### src/shared/pstrc_defines.svh
// Constants for the power state and reset controller
//
// Overview of operation
// RQ1: Host holds reset pin low 214 us minimum.
// RQ2: Reset pin resets same logic as power-on.
// RQ3: Power-on pulse resets all core logic.
// RQ4: Host releases reset 5 ms after core supply.
// RQ5: After boot initialisation, rest in sleep.
// RQ6: Active host command moves device to active.
// RQ7: Engines run only while active.
// RQ8: Host may command standby, sleep or deep-off.
// RQ9: Standby: DRAM active power-down after idleness.
// RQ10: Standby: core clock gated, registers kept.
// RQ11: Entering sleep puts DRAM into self-refresh.
// RQ12: Sleep: DRAM interface, PLLs, block clocks off.
// RQ13: Deep-off: blocks held reset, supplies off.
// RQ14: Deep-off: host port stays powered, working.
// RQ15: Deep-off: all but system registers reset.
// RQ16: Leaving active for standby/sleep holds pins.
// RQ17: System clock enabled only after host activation.
// RQ18: Unknown state requests ignored, state kept.
// RQ19: Leave low power only by host command.
`ifndef PSTRC_DEFINES_SVH
`define PSTRC_DEFINES_SVH

// Host command codes
`define PSTRC_CMD_ACTIVE 3'h1
`define PSTRC_CMD_STANDBY 3'h2
`define PSTRC_CMD_SLEEP 3'h3
`define PSTRC_CMD_DEEPOFF 3'h4

// Times and cycle counts at 125 MHz
`define PSTRC_CLK_MHZ 125
`define PSTRC_RST_MIN_US 214
`define PSTRC_RST_MIN_CYC (`PSTRC_RST_MIN_US * `PSTRC_CLK_MHZ)
`define PSTRC_INIT_CYC 16'h0010
`define PSTRC_IDLE_CYC 16'h0100
`define PSTRC_CNT_W 16
`define PSTRC_CNT_ONE 16'h0001

`endif

### src/shared/pstrc_pkg.sv
// Types for the power state and reset controller
package pstrc_pkg;
   typedef enum logic [5:0] {
      PSTRC_RESET = 6'h01,
      PSTRC_INIT = 6'h02,
      PSTRC_SLEEP = 6'h04,
      PSTRC_ACTIVE = 6'h08,
      PSTRC_STANDBY = 6'h10,
      PSTRC_DEEPOFF = 6'h20
   } pstrc_state_t;
endpackage

### src/rtl/pstrc_power_ctrl.sv
// Power state sequencer with chip-wide reset control
`timescale 1ns/100ps
`include "pstrc_defines.svh"
module pstrc_power_ctrl
   import pstrc_pkg::*;
(
   input wire logic clk,
   input wire logic rst,
   input wire logic porPulse,
   input wire logic chipReset_n,
   input wire logic cmdValid,
   input wire logic [2:0] cmdCode,
   input wire logic dramBusy,
   output logic coreReset,
   output logic sysRegReset,
   output logic sysClkEn,
   output logic engineEn,
   output logic blockClkEn,
   output logic pllEn,
   output logic dramIfEn,
   output logic dramPowerDown,
   output logic dramSelfRefresh,
   output logic blockReset,
   output logic blockPowerEn,
   output logic hostPortEn,
   output logic pinHold,
   output logic [5:0] powerState
);
   logic pinSync;
   logic chipRstReq;
   logic [`PSTRC_CNT_W-1:0] initCnt;
   logic [`PSTRC_CNT_W-1:0] idleCnt;
   pstrc_state_t state;
   pstrc_state_t next_state;
   logic nextReset;
   logic nextSleep;
   logic nextActive;
   logic nextStandby;
   logic nextDeepOff;
   logic idleDone;

   // Reset pin comes from outside, synchronise first
   pstrc_sync uPinSync (
      .clk(clk),
      .rst(rst),
      .din(chipReset_n),
      .dout(pinSync)
   );

   // Pin and power-on share one reset target set; pulse width and
   // release timing are the host's to keep, not checked here
   assign chipRstReq = porPulse | ~pinSync; // RQ2 RQ3

   // State transitions; only defined commands act
   always_comb begin
      next_state = state;
      case (state)
         PSTRC_RESET: next_state = PSTRC_INIT;
         PSTRC_INIT: begin
            if (initCnt == `PSTRC_INIT_CYC) begin
               next_state = PSTRC_SLEEP; // RQ5
            end
         end
         PSTRC_SLEEP, PSTRC_ACTIVE, PSTRC_STANDBY, PSTRC_DEEPOFF: begin
            if (cmdValid) begin
               case (cmdCode)
                  `PSTRC_CMD_ACTIVE: next_state = PSTRC_ACTIVE; // RQ6 RQ19
                  `PSTRC_CMD_STANDBY: next_state = PSTRC_STANDBY; // RQ8
                  `PSTRC_CMD_SLEEP: next_state = PSTRC_SLEEP; // RQ8
                  `PSTRC_CMD_DEEPOFF: next_state = PSTRC_DEEPOFF; // RQ8
                  default: next_state = state; // RQ18
               endcase
            end
         end
         default: next_state = PSTRC_RESET;
      endcase
   end

   // State register; any chip reset restarts the boot
   always_ff @(posedge clk) begin
      if (rst || chipRstReq) begin
         state <= PSTRC_RESET; // RQ2 RQ3
      end else begin
         state <= next_state;
      end
   end

   // Boot initialisation delay
   always_ff @(posedge clk) begin
      if (rst || chipRstReq || state != PSTRC_INIT) begin
         initCnt <= '0;
      end else begin
         initCnt <= initCnt + `PSTRC_CNT_ONE;
      end
   end

   // Standby DRAM idle timer; any DRAM traffic restarts it
   always_ff @(posedge clk) begin
      if (rst || chipRstReq || state != PSTRC_STANDBY || dramBusy) begin
         idleCnt <= '0;
      end else if (idleCnt != `PSTRC_IDLE_CYC) begin
         idleCnt <= idleCnt + `PSTRC_CNT_ONE;
      end
   end

   // Next-state decodes; every output but hostPortEn registers one of them so that
   // all outputs but dramPowerDown change on the same edge as powerState
   assign nextReset = next_state == PSTRC_RESET;
   assign nextSleep = next_state == PSTRC_SLEEP;
   assign nextActive = next_state == PSTRC_ACTIVE;
   assign nextStandby = next_state == PSTRC_STANDBY;
   assign nextDeepOff = next_state == PSTRC_DEEPOFF;
   assign idleDone = idleCnt == `PSTRC_IDLE_CYC;

   // Core register reset; also held through deep-off
   always_ff @(posedge clk) begin
      if (rst) begin
         coreReset <= 1'b1;
      end else begin
         coreReset <= chipRstReq || nextReset || nextDeepOff; // RQ2 RQ3 RQ15
      end
   end

   // System register group reset; deep-off must not touch it
   always_ff @(posedge clk) begin
      if (rst) begin
         sysRegReset <= 1'b1;
      end else begin
         sysRegReset <= chipRstReq || nextReset; // RQ2 RQ15
      end
   end

   // Block reset; deep-off holds the blocks like a chip reset
   always_ff @(posedge clk) begin
      if (rst) begin
         blockReset <= 1'b1;
      end else begin
         blockReset <= chipRstReq || nextReset || nextDeepOff; // RQ13
      end
   end

   // Core clock stays off until the first activation
   always_ff @(posedge clk) begin
      if (rst || chipRstReq) begin
         sysClkEn <= 1'b0;
      end else begin
         sysClkEn <= nextActive; // RQ17 RQ10
      end
   end

   // Graphics, audio and touch engines, active only
   always_ff @(posedge clk) begin
      if (rst || chipRstReq) begin
         engineEn <= 1'b0;
      end else begin
         engineEn <= nextActive; // RQ7
      end
   end

   // Block clocks; standby keeps them so exit needs no clock restart
   always_ff @(posedge clk) begin
      if (rst || chipRstReq) begin
         blockClkEn <= 1'b0;
      end else begin
         blockClkEn <= nextActive || nextStandby; // RQ12
      end
   end

   // PLLs; kept in standby, off in sleep and deep-off
   always_ff @(posedge clk) begin
      if (rst || chipRstReq) begin
         pllEn <= 1'b0;
      end else begin
         pllEn <= nextActive || nextStandby; // RQ12
      end
   end

   // DRAM interface enable, same states as the PLLs
   always_ff @(posedge clk) begin
      if (rst || chipRstReq) begin
         dramIfEn <= 1'b0;
      end else begin
         dramIfEn <= nextActive || nextStandby; // RQ12
      end
   end

   // Active power-down only after a full idle period in standby; the
   // request drops at once when traffic returns
   always_ff @(posedge clk) begin
      if (rst || chipRstReq) begin
         dramPowerDown <= 1'b0;
      end else begin
         dramPowerDown <= state == PSTRC_STANDBY && nextStandby
            && idleDone && !dramBusy; // RQ9
      end
   end

   // Self-refresh for the whole of sleep
   always_ff @(posedge clk) begin
      if (rst || chipRstReq) begin
         dramSelfRefresh <= 1'b0;
      end else begin
         dramSelfRefresh <= nextSleep; // RQ11
      end
   end

   // Block supplies; any chip reset powers them back up
   always_ff @(posedge clk) begin
      if (rst || chipRstReq) begin
         blockPowerEn <= 1'b1;
      end else begin
         blockPowerEn <= !nextDeepOff; // RQ13
      end
   end

   // Host port never loses power, so a command can always wake the chip
   always_ff @(posedge clk) begin
      if (rst || chipRstReq) begin
         hostPortEn <= 1'b1;
      end else begin
         hostPortEn <= 1'b1; // RQ14
      end
   end

   // Pins frozen in standby and sleep
   always_ff @(posedge clk) begin
      if (rst || chipRstReq) begin
         pinHold <= 1'b0;
      end else begin
         pinHold <= nextStandby || nextSleep; // RQ16
      end
   end

   // State as seen from outside
   always_ff @(posedge clk) begin
      if (rst || chipRstReq) begin
         powerState <= PSTRC_RESET;
      end else begin
         powerState <= next_state;
      end
   end
endmodule // pstrc_power_ctrl

### src/rtl/pstrc_sync.sv
// Two-stage synchroniser for an asynchronous level
`timescale 1ns/100ps
module pstrc_sync (
   input wire logic clk,
   input wire logic rst,
   input wire logic din,
   output logic dout
);
   logic meta;

   // First stage read only by the second
   always_ff @(posedge clk) begin
      if (rst) begin
         meta <= 1'b1;
         dout <= 1'b1;
      end else begin
         meta <= din;
         dout <= meta;
      end
   end
endmodule // pstrc_sync

### config.mk
export PLATFORM = sky130hd
export DESIGN_NAME = pstrc_power_ctrl
export DESIGN_NICKNAME = d
export VERILOG_FILES = /design/src/shared/pstrc_pkg.sv /design/src/rtl/pstrc_power_ctrl.sv /design/src/rtl/pstrc_sync.sv
export VERILOG_INCLUDE_DIRS = /design/src /design/src/shared
export SDC_FILE = /design/constraint.sdc
export NUM_CORES = 1
export LEC_CHECK = 0
export ABC_AREA = 1
export BUFFER_PORTS_ARGS = -buffer_cell sky130_fd_sc_hd__buf_2
export CAP_MARGIN = 20
export CORE_UTILIZATION = 50
export CTS_CLUSTER_SIZE = 40
export DETAILED_ROUTE_END_ITERATION = 8
export GPL_TIMING_DRIVEN = 0
export PLACE_DENSITY = 0.81
export SETUP_SLACK_MARGIN = 0.15
export SYNTH_ARGS = -nofsm -noshare
export SYNTH_HDL_FRONTEND = slang
export SYNTH_SLANG_ARGS = --single-unit
### constraint.sdc
create_clock -name clk -period 1.4 [get_ports clk]
set_input_delay 0.28 -clock clk [delete_from_list [all_inputs] [get_ports clk]]
set_output_delay 0.28 -clock clk [all_outputs]
set_load 0.01 [all_outputs]
==> summary.txt, run 1 <==
Global route
  • Initial antenna violation count: 0
  • Tot GR Track Use: 0.231
  • Largest net degree at the start of global routing: 17
  • Global-route wire length before repair: 8990 µm
  • Total congestion overflow: 0
  • Vias in the first global route: 2,035

Power
  • PD cells: 742 nW/µm²
  • Comb power frac: 0.053
  • Psw: 631 µW
  • Tot Pwr: 2580 µW
  • Switching Fraction: 0.244
  • Share of power burned in registers: 0.528
  • VDD IR max: 0.967 mV
  • Leakage: 0.00146 µW
  • P_int: 1950 µW
  • Clock Power Share: 0.419

Timing
  • Final setup fails: 15
  • Period utilisation layout: 1.13
  • Min cycle time layout: 1.58 ns
  • Relative slew slack: 0.589
  • Fmax: 632 MHz
  • Setup WS post-layout: -0.183 ns
  • Slew Limit Fails: 0
  • Worst slew pin tran: 0.610 ns
  • Final hold vios: 0
  • Clock Skew: 0.00485 ns
  • Setup repair after global routing missed its margin: yes

Floorplanning
  • Total core area: 4440 µm²
  • Chip Height: 70.7 µm
  • Row cnt: 24
  • Top-Level Pins: 28
  • Initial core utilization: 0.530
  • Die ar.: 4990 µm²
  • Die width: 70.7 µm

Setup path
  • Crit end category: flip-flop
  • Crit path from: idleCnt[1]
  • Path type of the worst setup path: flip-flop to flip-flop
  • R2r endpoint: idleCnt[2]
  • FF-to-FF path depth: 7
  • Peak fanout along the critical path: 6
  • Worst path arrival time: 1.81 ns
  • Reg-to-Reg Start: idleCnt[1]
  • Startpoint types: flip-flop
  • Data required, critical path: 1.63 ns
  • Flop2flop setup slack: -0.18 ns

Hold path
  • Cells on Worst Hold Path: 2
  • Min-Delay Path Class: primary input to flip-flop
  • Hold_sp: chipReset_n
  • Hold Crit Endpoint: uPinSync.meta

Final layout
  • Util after Layout: 0.783
  • Syn-to-layout area delta: 47.6%
  • Post-route cell area: 3480 µm²
  • Layout cell share with drive strength beyond 1: 0.515
  • Most frequent cells in the layout: 48 x nand2_1, 39 x inv_1, 28 x dfxtp_1
  • Commonest non-fill, non-tap cell in the layout: nand2_1
  • Final nets: 406
  • # diodes: 0

Synth
  • Synthesis Warnings: 0
  • Post-synth ARST share: 0
  • Synth Net Count: 339
  • Syn avg cell area: 7.23 µm²
  • EDFF count, synth: 0
  • Post-Syn Area: 2360 µm²
  • Synth cell types: 33
  • Flop and latch count out of synthesis: 48
  • Cells after synthesis: 326
  • Sequential area share after synthesis: 0.408
  • Synth Flop Type: dfxtp_1

Placement
  • Placed cell area: 2600 µm²
  • # port buffers: 26
  • Routability-driven placement congestion ratio: 0.817
  • Detailed placement HPWL: 3260 µm

Clock network
  • Clock Tree Buf Depth: 2
  • Root Driver: clkbuf_8
  • CTS tree: yes
  • Sink Count: 48
  • Reg clk slew, reported paths: 0.10 ns
  • Post-CTS Hold Fix Bufs: 0
  • H-Tree Depth: 2
  • CTS Buf Count: 5
  • Worst-Skew Late Latency: 0.32 ns

Status
  • Outcome: complete, but fails checks
  • Failing checks: negative setup slack

Routing
  • Drt drc: 0
  • DRT Pass-1 Iters: 5
  • Via count: 2,743
  • Routed Antenna Nets: 0
  • Via density: 6.15
  • Avg WL per Cell: 20.7 µm
  • Iter 0 DRT Violations: 461
  • Final WL: 9240 µm

Run
  • Max-cap violations: 0
==> synthesized netlist by cell type, types with 2 or more instances <==
library cell  number  share of area
o21a_1             3         0.0096
buf_4              6          0.019
inv_1             57          0.091
inv_2              2         0.0032
nor2_1            31          0.049
ha_1               4          0.021
a21oi_1           24          0.051
nor2_2             7          0.019
or2_2              2         0.0053
nor2_4             3          0.014
nor4_1             2         0.0053
o21ai_1            2         0.0042
nand3_2            5          0.021
dfxtp_1           48           0.41
nand2_1           64           0.10
nand3_1           20          0.042
nand2_2            3         0.0080
nand4_1            8          0.021
o21ai_0            9          0.019
nor3_1             8          0.017
nand3b_1           2         0.0064
nor3_2             5          0.021
==> per-stage QoR <==
stage | instances | TNS (ns) | setup slack (ns) | hold WS (ns)
after floorplan | 326 | 0 | 0.0960 | 0.384
after global placement | 404 | -0.161 | -0.0442 | 0.394
after detailed placement | 404 | -0.494 | -0.0738 | 0.407
after CTS | 431 | 0 | 0.0743 | 0.134
after global routing | 446 | -2.18 | -0.228 | 0.150
final | 446 | -0.946 | -0.183 | 0.162
==> metal layers <==
layer	GRT usage	part of all wire	vias up
met4	0.116	0.083	0
li1	-	-	1166
met2	0.414	0.49	235
met1	0.257	0.34	1250
met3	0.0541	0.095	92
met5	0	0	-
==> kinds of logic after synthesis <==
group,after synthesis,synth area share
compound gates,40,0.0918
xor+xnor,1,0.00372
fa+ha+maj,4,0.0212
buf+inv,66,0.118
flops,48,0.408
other cells,1,0.00159
simple gates,166,0.356
==> what timing repair did <==
item | in CTS | in global routing
buffers inserted | 19 | 13
pin swaps | 22 | 35
cloned | 0 | 2
resized for setup | 52 | 101
endpoints found under the setup margin | 40 | 45
==> registers in the layout, summed over array words and instances (netlist names) <==
name / count
dramPowerDown: 1
powerState: 6
blockPowerEn: 1
blockReset: 1
uPinSync.dout: 1
sysRegReset: 1
uPinSync.meta: 1
engineEn: 1
initCnt: 16
dramSelfRefresh: 1
pinHold: 1
dramIfEn: 1
idleCnt: 16
==> final cells by class <==
type	count	area (µm²)
flip-flops and latches	48	1010
repair buffers	60	470
plain buffers	7	67.6
inverters	59	239
clock inverters	3	46.3
fillers	210	966
well taps	52	65.1
multi-input cells	212	1510
clock buffers	5	68.8
==> worst max path at each step <==
stage | endpoint | slack (ns) | cells after the start
after floorplan | idleCnt[14] | 0.1 | 8
after global placement | idleCnt[7] | -0.04 | 9
after detailed placement | idleCnt[7] | -0.07 | 9
after CTS | initCnt[11] | 0.07 | 8
after global routing | idleCnt[2] | -0.23 | 7
final | idleCnt[2] | -0.18 | 7
==> worst max-delay path: stages, from the launching register on <==
cell and delay (ns):
dfxtp_4 0.38, inv_1 0.09, ha_1 0.19, nor3b_2 0.23
nand3_2 0.23, nand3_1 0.15, nand2_1 0.06, nor2_1 0.17
==> power groups by stage <==
stage | registers, µW | clock network (µW) | logic, µW
after detailed placement | 1410 | 0 | 75.4
after global routing | 1360 | 1130 | 142
final | 1360 | 1080 | 135
after global placement | 1410 | 0 | 74.0
after floorplan | 1420 | 0 | 43.0
after CTS | 1370 | 1050 | 96.5
Power figures use the tool's default switching activity.
==> inputs of run 2 (changes only) <==
--- a/constraint.sdc
+++ b/constraint.sdc
@@ -3,2 +3,2 @@
 set_output_delay 0.28 -clock clk [all_outputs]
-set_load 0.01 [all_outputs]
+set_load 0.05 [all_outputs]
==> run 2 against run 1 <==
Count of clock-buffer cells in the layout increased by 2; global-route usage increased by 0.17 points; wire length decreased by 0.23%; worst setup slack improved by 0.040 ns; final cell count increased by 0.67%; critical path depth unchanged; the flow still finishes with violations (negative setup slack); critical endpoint is now idleCnt[1]; critical path type unchanged; largest power group unchanged; sequential cell count unchanged.
==> summary.txt, run 2 (same netlist as run 1, synthesis figures left out) <==
Status
  • Outcome: complete, but fails checks
  • Failing checks: negative setup slack

Floorplanning
  • Top-Level Pins: 28
  • Total core area: 4440 µm²
  • Initial core utilization: 0.530
  • Row cnt: 24
  • Die width: 70.7 µm
  • Die ar.: 4990 µm²
  • Chip Height: 70.7 µm

Timing
  • Clock Skew: 0.0132 ns
  • Final hold vios: 0
  • Sum Neg Setup Slack: -0.953 ns
  • Min cycle time layout: 1.54 ns
  • Setup WS post-layout: -0.142 ns
  • Setup repair after global routing missed its margin: yes
  • Fmax: 648 MHz
  • Worst slew pin tran: 0.732 ns
  • Slew Limit Fails: 0
  • Period utilisation layout: 1.10
  • Final setup fails: 18
  • Worst hold slack: 0.186 ns
  • Relative slew slack: 0.507

Run
  • Max-cap violations: 0

Clock network
  • Clock Tree Buf Depth: 2
  • Worst-Skew Late Latency: 0.31 ns
  • CTS Buf Count: 5
  • Sink Count: 48
  • Post-CTS Hold Fix Bufs: 0
  • Root Driver: clkbuf_8
  • H-Tree Depth: 2
  • Reg clk slew, reported paths: 0.10 ns
  • CTS tree: yes

Global route
  • Global-route wire length before repair: 9360 µm
  • Largest net degree at the start of global routing: 15
  • Vias in the first global route: 2,162
  • Initial antenna violation count: 0
  • Total congestion overflow: 0
  • Tot GR Track Use: 0.233

Final layout
  • Final nets: 409
  • Util after Layout: 0.788
  • Post-route cell area: 3500 µm²
  • Layout cell share with drive strength beyond 1: 0.499
  • # diodes: 0
  • Commonest non-fill, non-tap cell in the layout: nand2_1
  • Most frequent cells in the layout: 51 x nand2_1, 43 x inv_1, 37 x buf_4
  • Top Registers: idleCnt: 16 flops, initCnt: 16 flops, powerState: 6 flops
  • Syn-to-layout area delta: 48.6%

Routing
  • Final WL: 9220 µm
  • WL met3: 912 µm
  • Routed Antenna Nets: 0
  • Avg WL per Cell: 20.5 µm
  • Via count: 2,766
  • Via density: 6.16
  • Met1 WL: 3360 µm
  • Drt drc: 0
  • Max Used Layer: met4
  • Iter 0 DRT Violations: 342
  • Met2 wire length: 4370 µm
  • DRT Pass-1 Iters: 6

Setup path
  • Crit end category: flip-flop
  • Crit-path most repeated cell: nand2_1
  • CP Cell Sequence: inv_1, nand3_1, nor3_2, nand3_4, nand2_1, nand2_1, a21oi_1
  • CP peak stage delay: 0.35 ns
  • Path type of the worst setup path: flip-flop to flip-flop
  • Startpoint types: flip-flop
  • Slowest-stage cell, CP: dfxtp_1
  • Peak fanout along the critical path: 6
  • Data required, critical path: 1.64 ns
  • Worst path arrival time: 1.79 ns

Power
  • PD cells: 692 nW/µm²
  • VDD IR max: 0.659 mV
  • Leakage: 0.00146 µW

Placement
  • Routability-driven placement congestion ratio: 0.809
  • # port buffers: 26
  • Placed cell area: 2630 µm²
  • Detailed placement HPWL: 3480 µm

Hold path
  • Min-Delay Path Class: primary input to flip-flop
## run 2: changes by cell type in the layout (fill, tap and decap cells not counted), sizes merged
| cell | change |
|---|---|
| buf | -1 |
| bufinv | -1 |
| clkbuf | +6 |
| inv | -1 |
## run 2: per-stage QoR
stage	power [µW]	instances	setup WS [ns]
after floorplan	1480	326	0.0960
after global placement	1510	404	-0.104
after detailed placement	1510	404	-0.124
after CTS	2360	435	0.0543
after global routing	2460	449	-0.191
final	2430	449	-0.142
## run 2: per-layer routing
metal | up-vias | GRT usage
li1 | 1170 | -
met1 | 1267 | 0.269
met2 | 247 | 0.431
met3 | 82 | 0.0470
met4 | 0 | 0.0733
met5 | - | 0
## run 2: timing repair
| item | in CTS | in global routing |
|---|---|---|
| pin swaps | 32 | 41 |
| gates cloned | 0 | 1 |
| endpoints found under the setup margin | 45 | 47 |
| buffers inserted | 23 | 13 |
| resized for setup | 54 | 79 |
## run 2: final cells by class
class / instances / area [µm²]
Inverter: 59 / 234
Clock inverter: 1 / 7.51
Tap cell: 52 / 65.1
Timing Repair Buffer: 63 / 487
Clock buffer: 7 / 86.3
Sequential cell: 48 / 1020
Buffer: 7 / 72.6
Multi-Input combinational cell: 212 / 1530
Fill cell: 217 / 941
## run 2: final timing paths
check | from | to | slack [ns] | depth (start not counted)
max | idleCnt[4] | idleCnt[1] | -0.14 | 7
min | chipReset_n | uPinSync.meta | 0.19 | 2
max reg2reg | idleCnt[4] | idleCnt[1] | -0.14 | 7
min reg2reg | uPinSync.meta | uPinSync.dout | 0.45 | 1
## run 2: worst max-delay path, delay by kind of cell, from the launching register on
kind            cells  cell delay [ns]
compound gates      1             0.12
buf+inv             1             0.17
flops               1             0.35
simple gates        5             0.84
## run 2: where the power goes
group | switching (µW) | leakage (µW) | total, µW | internal, µW
clock | 504 | 0.0000445 | 907 | 403
sequential | 10.7 | 0.000401 | 1360 | 1350
combinational | 107 | 0.00101 | 158 | 51.3
total | 622 | 0.00146 | 2430 | 1800
==> inputs of run 3 (changes only) <==
Settings changed: CORE_MARGIN from default to 5, GPL_TIMING_DRIVEN 0 to default, PLACE_DENSITY 0.81 to 0.78.
Clock period 1.4 ns to 1.9 ns, I/O delays scaled along.
==> run 3 against run 2 <==
The flow now finishes without violations; largest cell class unchanged; critical endpoint is now idleCnt[14]; clock skew fell by 0.0073 ns; worst hold slack improved by 0.083 ns; global-route usage fell by 7.1 points.
==> summary.txt, run 3 (same netlist as run 1, synthesis figures left out) <==
Routing
  • Final WL: 4490 µm
  • DRT Pass-1 Iters: 4
  • Via count: 2,052
  • Routed Antenna Nets: 0
  • Avg WL per Cell: 11.0 µm
  • Via density: 5.04
  • Iter 0 DRT Violations: 78
  • Drt drc: 0

Clock network
  • CTS tree: yes
  • H-Tree Depth: 2
  • Sink Count: 48
  • CTS Buf Count: 5
  • Post-CTS Hold Fix Bufs: 0
  • Root Driver: clkbuf_8
  • Clock Tree Buf Depth: 2
  • Reg clk slew, reported paths: 0.09 ns
  • Worst-Skew Late Latency: 0.29 ns

Power
  • Switching Fraction: 0.225
  • Tot Pwr: 1720 µW
  • Comb power frac: 0.045
  • Leakage: 0.00111 µW
  • Psw: 386 µW
  • Clock Power Share: 0.362
  • VDD IR max: 0.527 mV
  • Share of power burned in registers: 0.593
  • P_int: 1330 µW
  • PD cells: 660 nW/µm²

Timing
  • Clock Skew: 0.00593 ns
  • Setup repair after global routing missed its margin: no
  • Final hold vios: 0
  • Min cycle time layout: 1.55 ns
  • Fmax: 643 MHz
  • Slew Limit Fails: 0
  • Final setup fails: 0
  • Period utilisation layout: 0.818
  • Setup WS post-layout: 0.345 ns
  • Sum Neg Setup Slack: 0 ns

Final layout
  • Sequential cell area: 961 µm²
  • Most frequent cells in the layout: 64 x nand2_1, 57 x inv_1, 48 x dfxtp_1
  • Multi-input logic area: 1130 µm²
  • Top Registers: idleCnt: 16 flops, initCnt: 16 flops, powerState: 6 flops
  • # fillers: 412
  • # diodes: 0
  • Commonest non-fill, non-tap cell in the layout: nand2_1
  • Syn-to-layout area delta: 10.3%
  • Final nets: 365
  • Layout cell share with drive strength beyond 1: 0.184
  • Util after Layout: 0.558

Global route
  • Global-route wire length before repair: 8160 µm
  • Tot GR Track Use: 0.161
  • Largest net degree at the start of global routing: 15
  • Vias in the first global route: 1,970
  • Initial antenna violation count: 0
  • Total congestion overflow: 0

Setup path
  • Startpoint types: flip-flop
  • Data required, critical path: 2.09 ns
  • Flop2flop setup slack: 0.35 ns
  • R2r endpoint: idleCnt[14]
  • Crit end category: flip-flop
  • Worst path arrival time: 1.75 ns
  • Peak fanout along the critical path: 4
  • Reg-to-Reg Start: idleCnt[0]
  • FF-to-FF path depth: 8
  • Path type of the worst setup path: flip-flop to flip-flop

Floorplanning
  • Die width: 78.7 µm
  • Chip Height: 78.7 µm
  • Die ar.: 6190 µm²
  • Total core area: 4660 µm²
  • Initial core utilization: 0.506
  • Row cnt: 25
  • Top-Level Pins: 28

Hold path
  • Min-Delay Path Class: primary input to flip-flop
  • Cells on Worst Hold Path: 2
  • Hold Crit Endpoint: uPinSync.meta
  • Hold_sp: chipReset_n

Placement
  • # port buffers: 26
  • Detailed placement HPWL: 3450 µm
  • Routability-driven placement congestion ratio: 0.875
  • Post-Place Setup Slack: 0.342 ns

Status
  • Outcome: finished clean

Run
  • Max-cap violations: 0
## run 3: changes by cell type in the layout (fill, tap and decap cells not counted), sizes merged
| cell | previous run | this run |
|---|---|---|
| buf | 64 | 26 |
| clkbuf | 13 | 7 |
## run 3: metrics by stage
step                      hold slack [ns]  instances  instance area [µm²]
after CTS                           0.263        407                 2590
final                               0.269        407                 2600
after global placement              0.394        399                 2500
after global routing                0.271        407                 2600
after floorplan                     0.389        326                 2360
after detailed placement            0.396        399                 2500
## run 3: final cells by class
type	count	area share
multi-input cells	212	0.433
flip-flops and latches	48	0.370
inverters	59	0.0852
repair buffers	26	0.0500
clock buffers	7	0.0332
well taps	54	0.0260
clock inverters	1	0.00289
## run 3: power groups by stage
stage	Sequential, µW	Combinational, µW	Clock [µW]
2_1_floorplan	1060	39.4	0
3_3_place_gp	1040	75.9	0
3_5_place_dp	1040	77.6	0
4_1_cts	1020	77.9	639
5_1_grt	1020	85.1	688
6_report	1020	77.3	621
## run 3: worst max-delay path, stage by stage, from the launching register on
cell	delay (ns)
dfxtp_1	0.41
ha_2	0.23
nand3_2	0.10
nor2_2	0.13
nand2_1	0.13
nor2_4	0.13
nand3_2	0.10
o21ai_0	0.17
nor2_1	0.06
## run 3: metal layers
metal | part of all wire | global-route usage
met1 | 0.44 | 0.192
met2 | 0.49 | 0.280
met3 | 0.056 | 0.0390
met4 | 0.012 | 0.0594
met5 | 0 | 0
## run 3: repair_timing
item,CTS,global route
buffers inserted,0,0
gates resized for setup,0,2
endpoints found under the setup margin,0,1
## run 3: how the worst max path moves through the flow
stage,start,depth (start not counted),endpoint,slack (ns)
floorplan,powerState[4],7,idleCnt[7],0.34
global placement,porPulse,7,initCnt[6],0.38
detailed placement,porPulse,7,initCnt[6],0.34
CTS,idleCnt[0],8,idleCnt[14],0.36
global route,initCnt[0],8,initCnt[10],0.16
finish,idleCnt[0],8,idleCnt[14],0.35
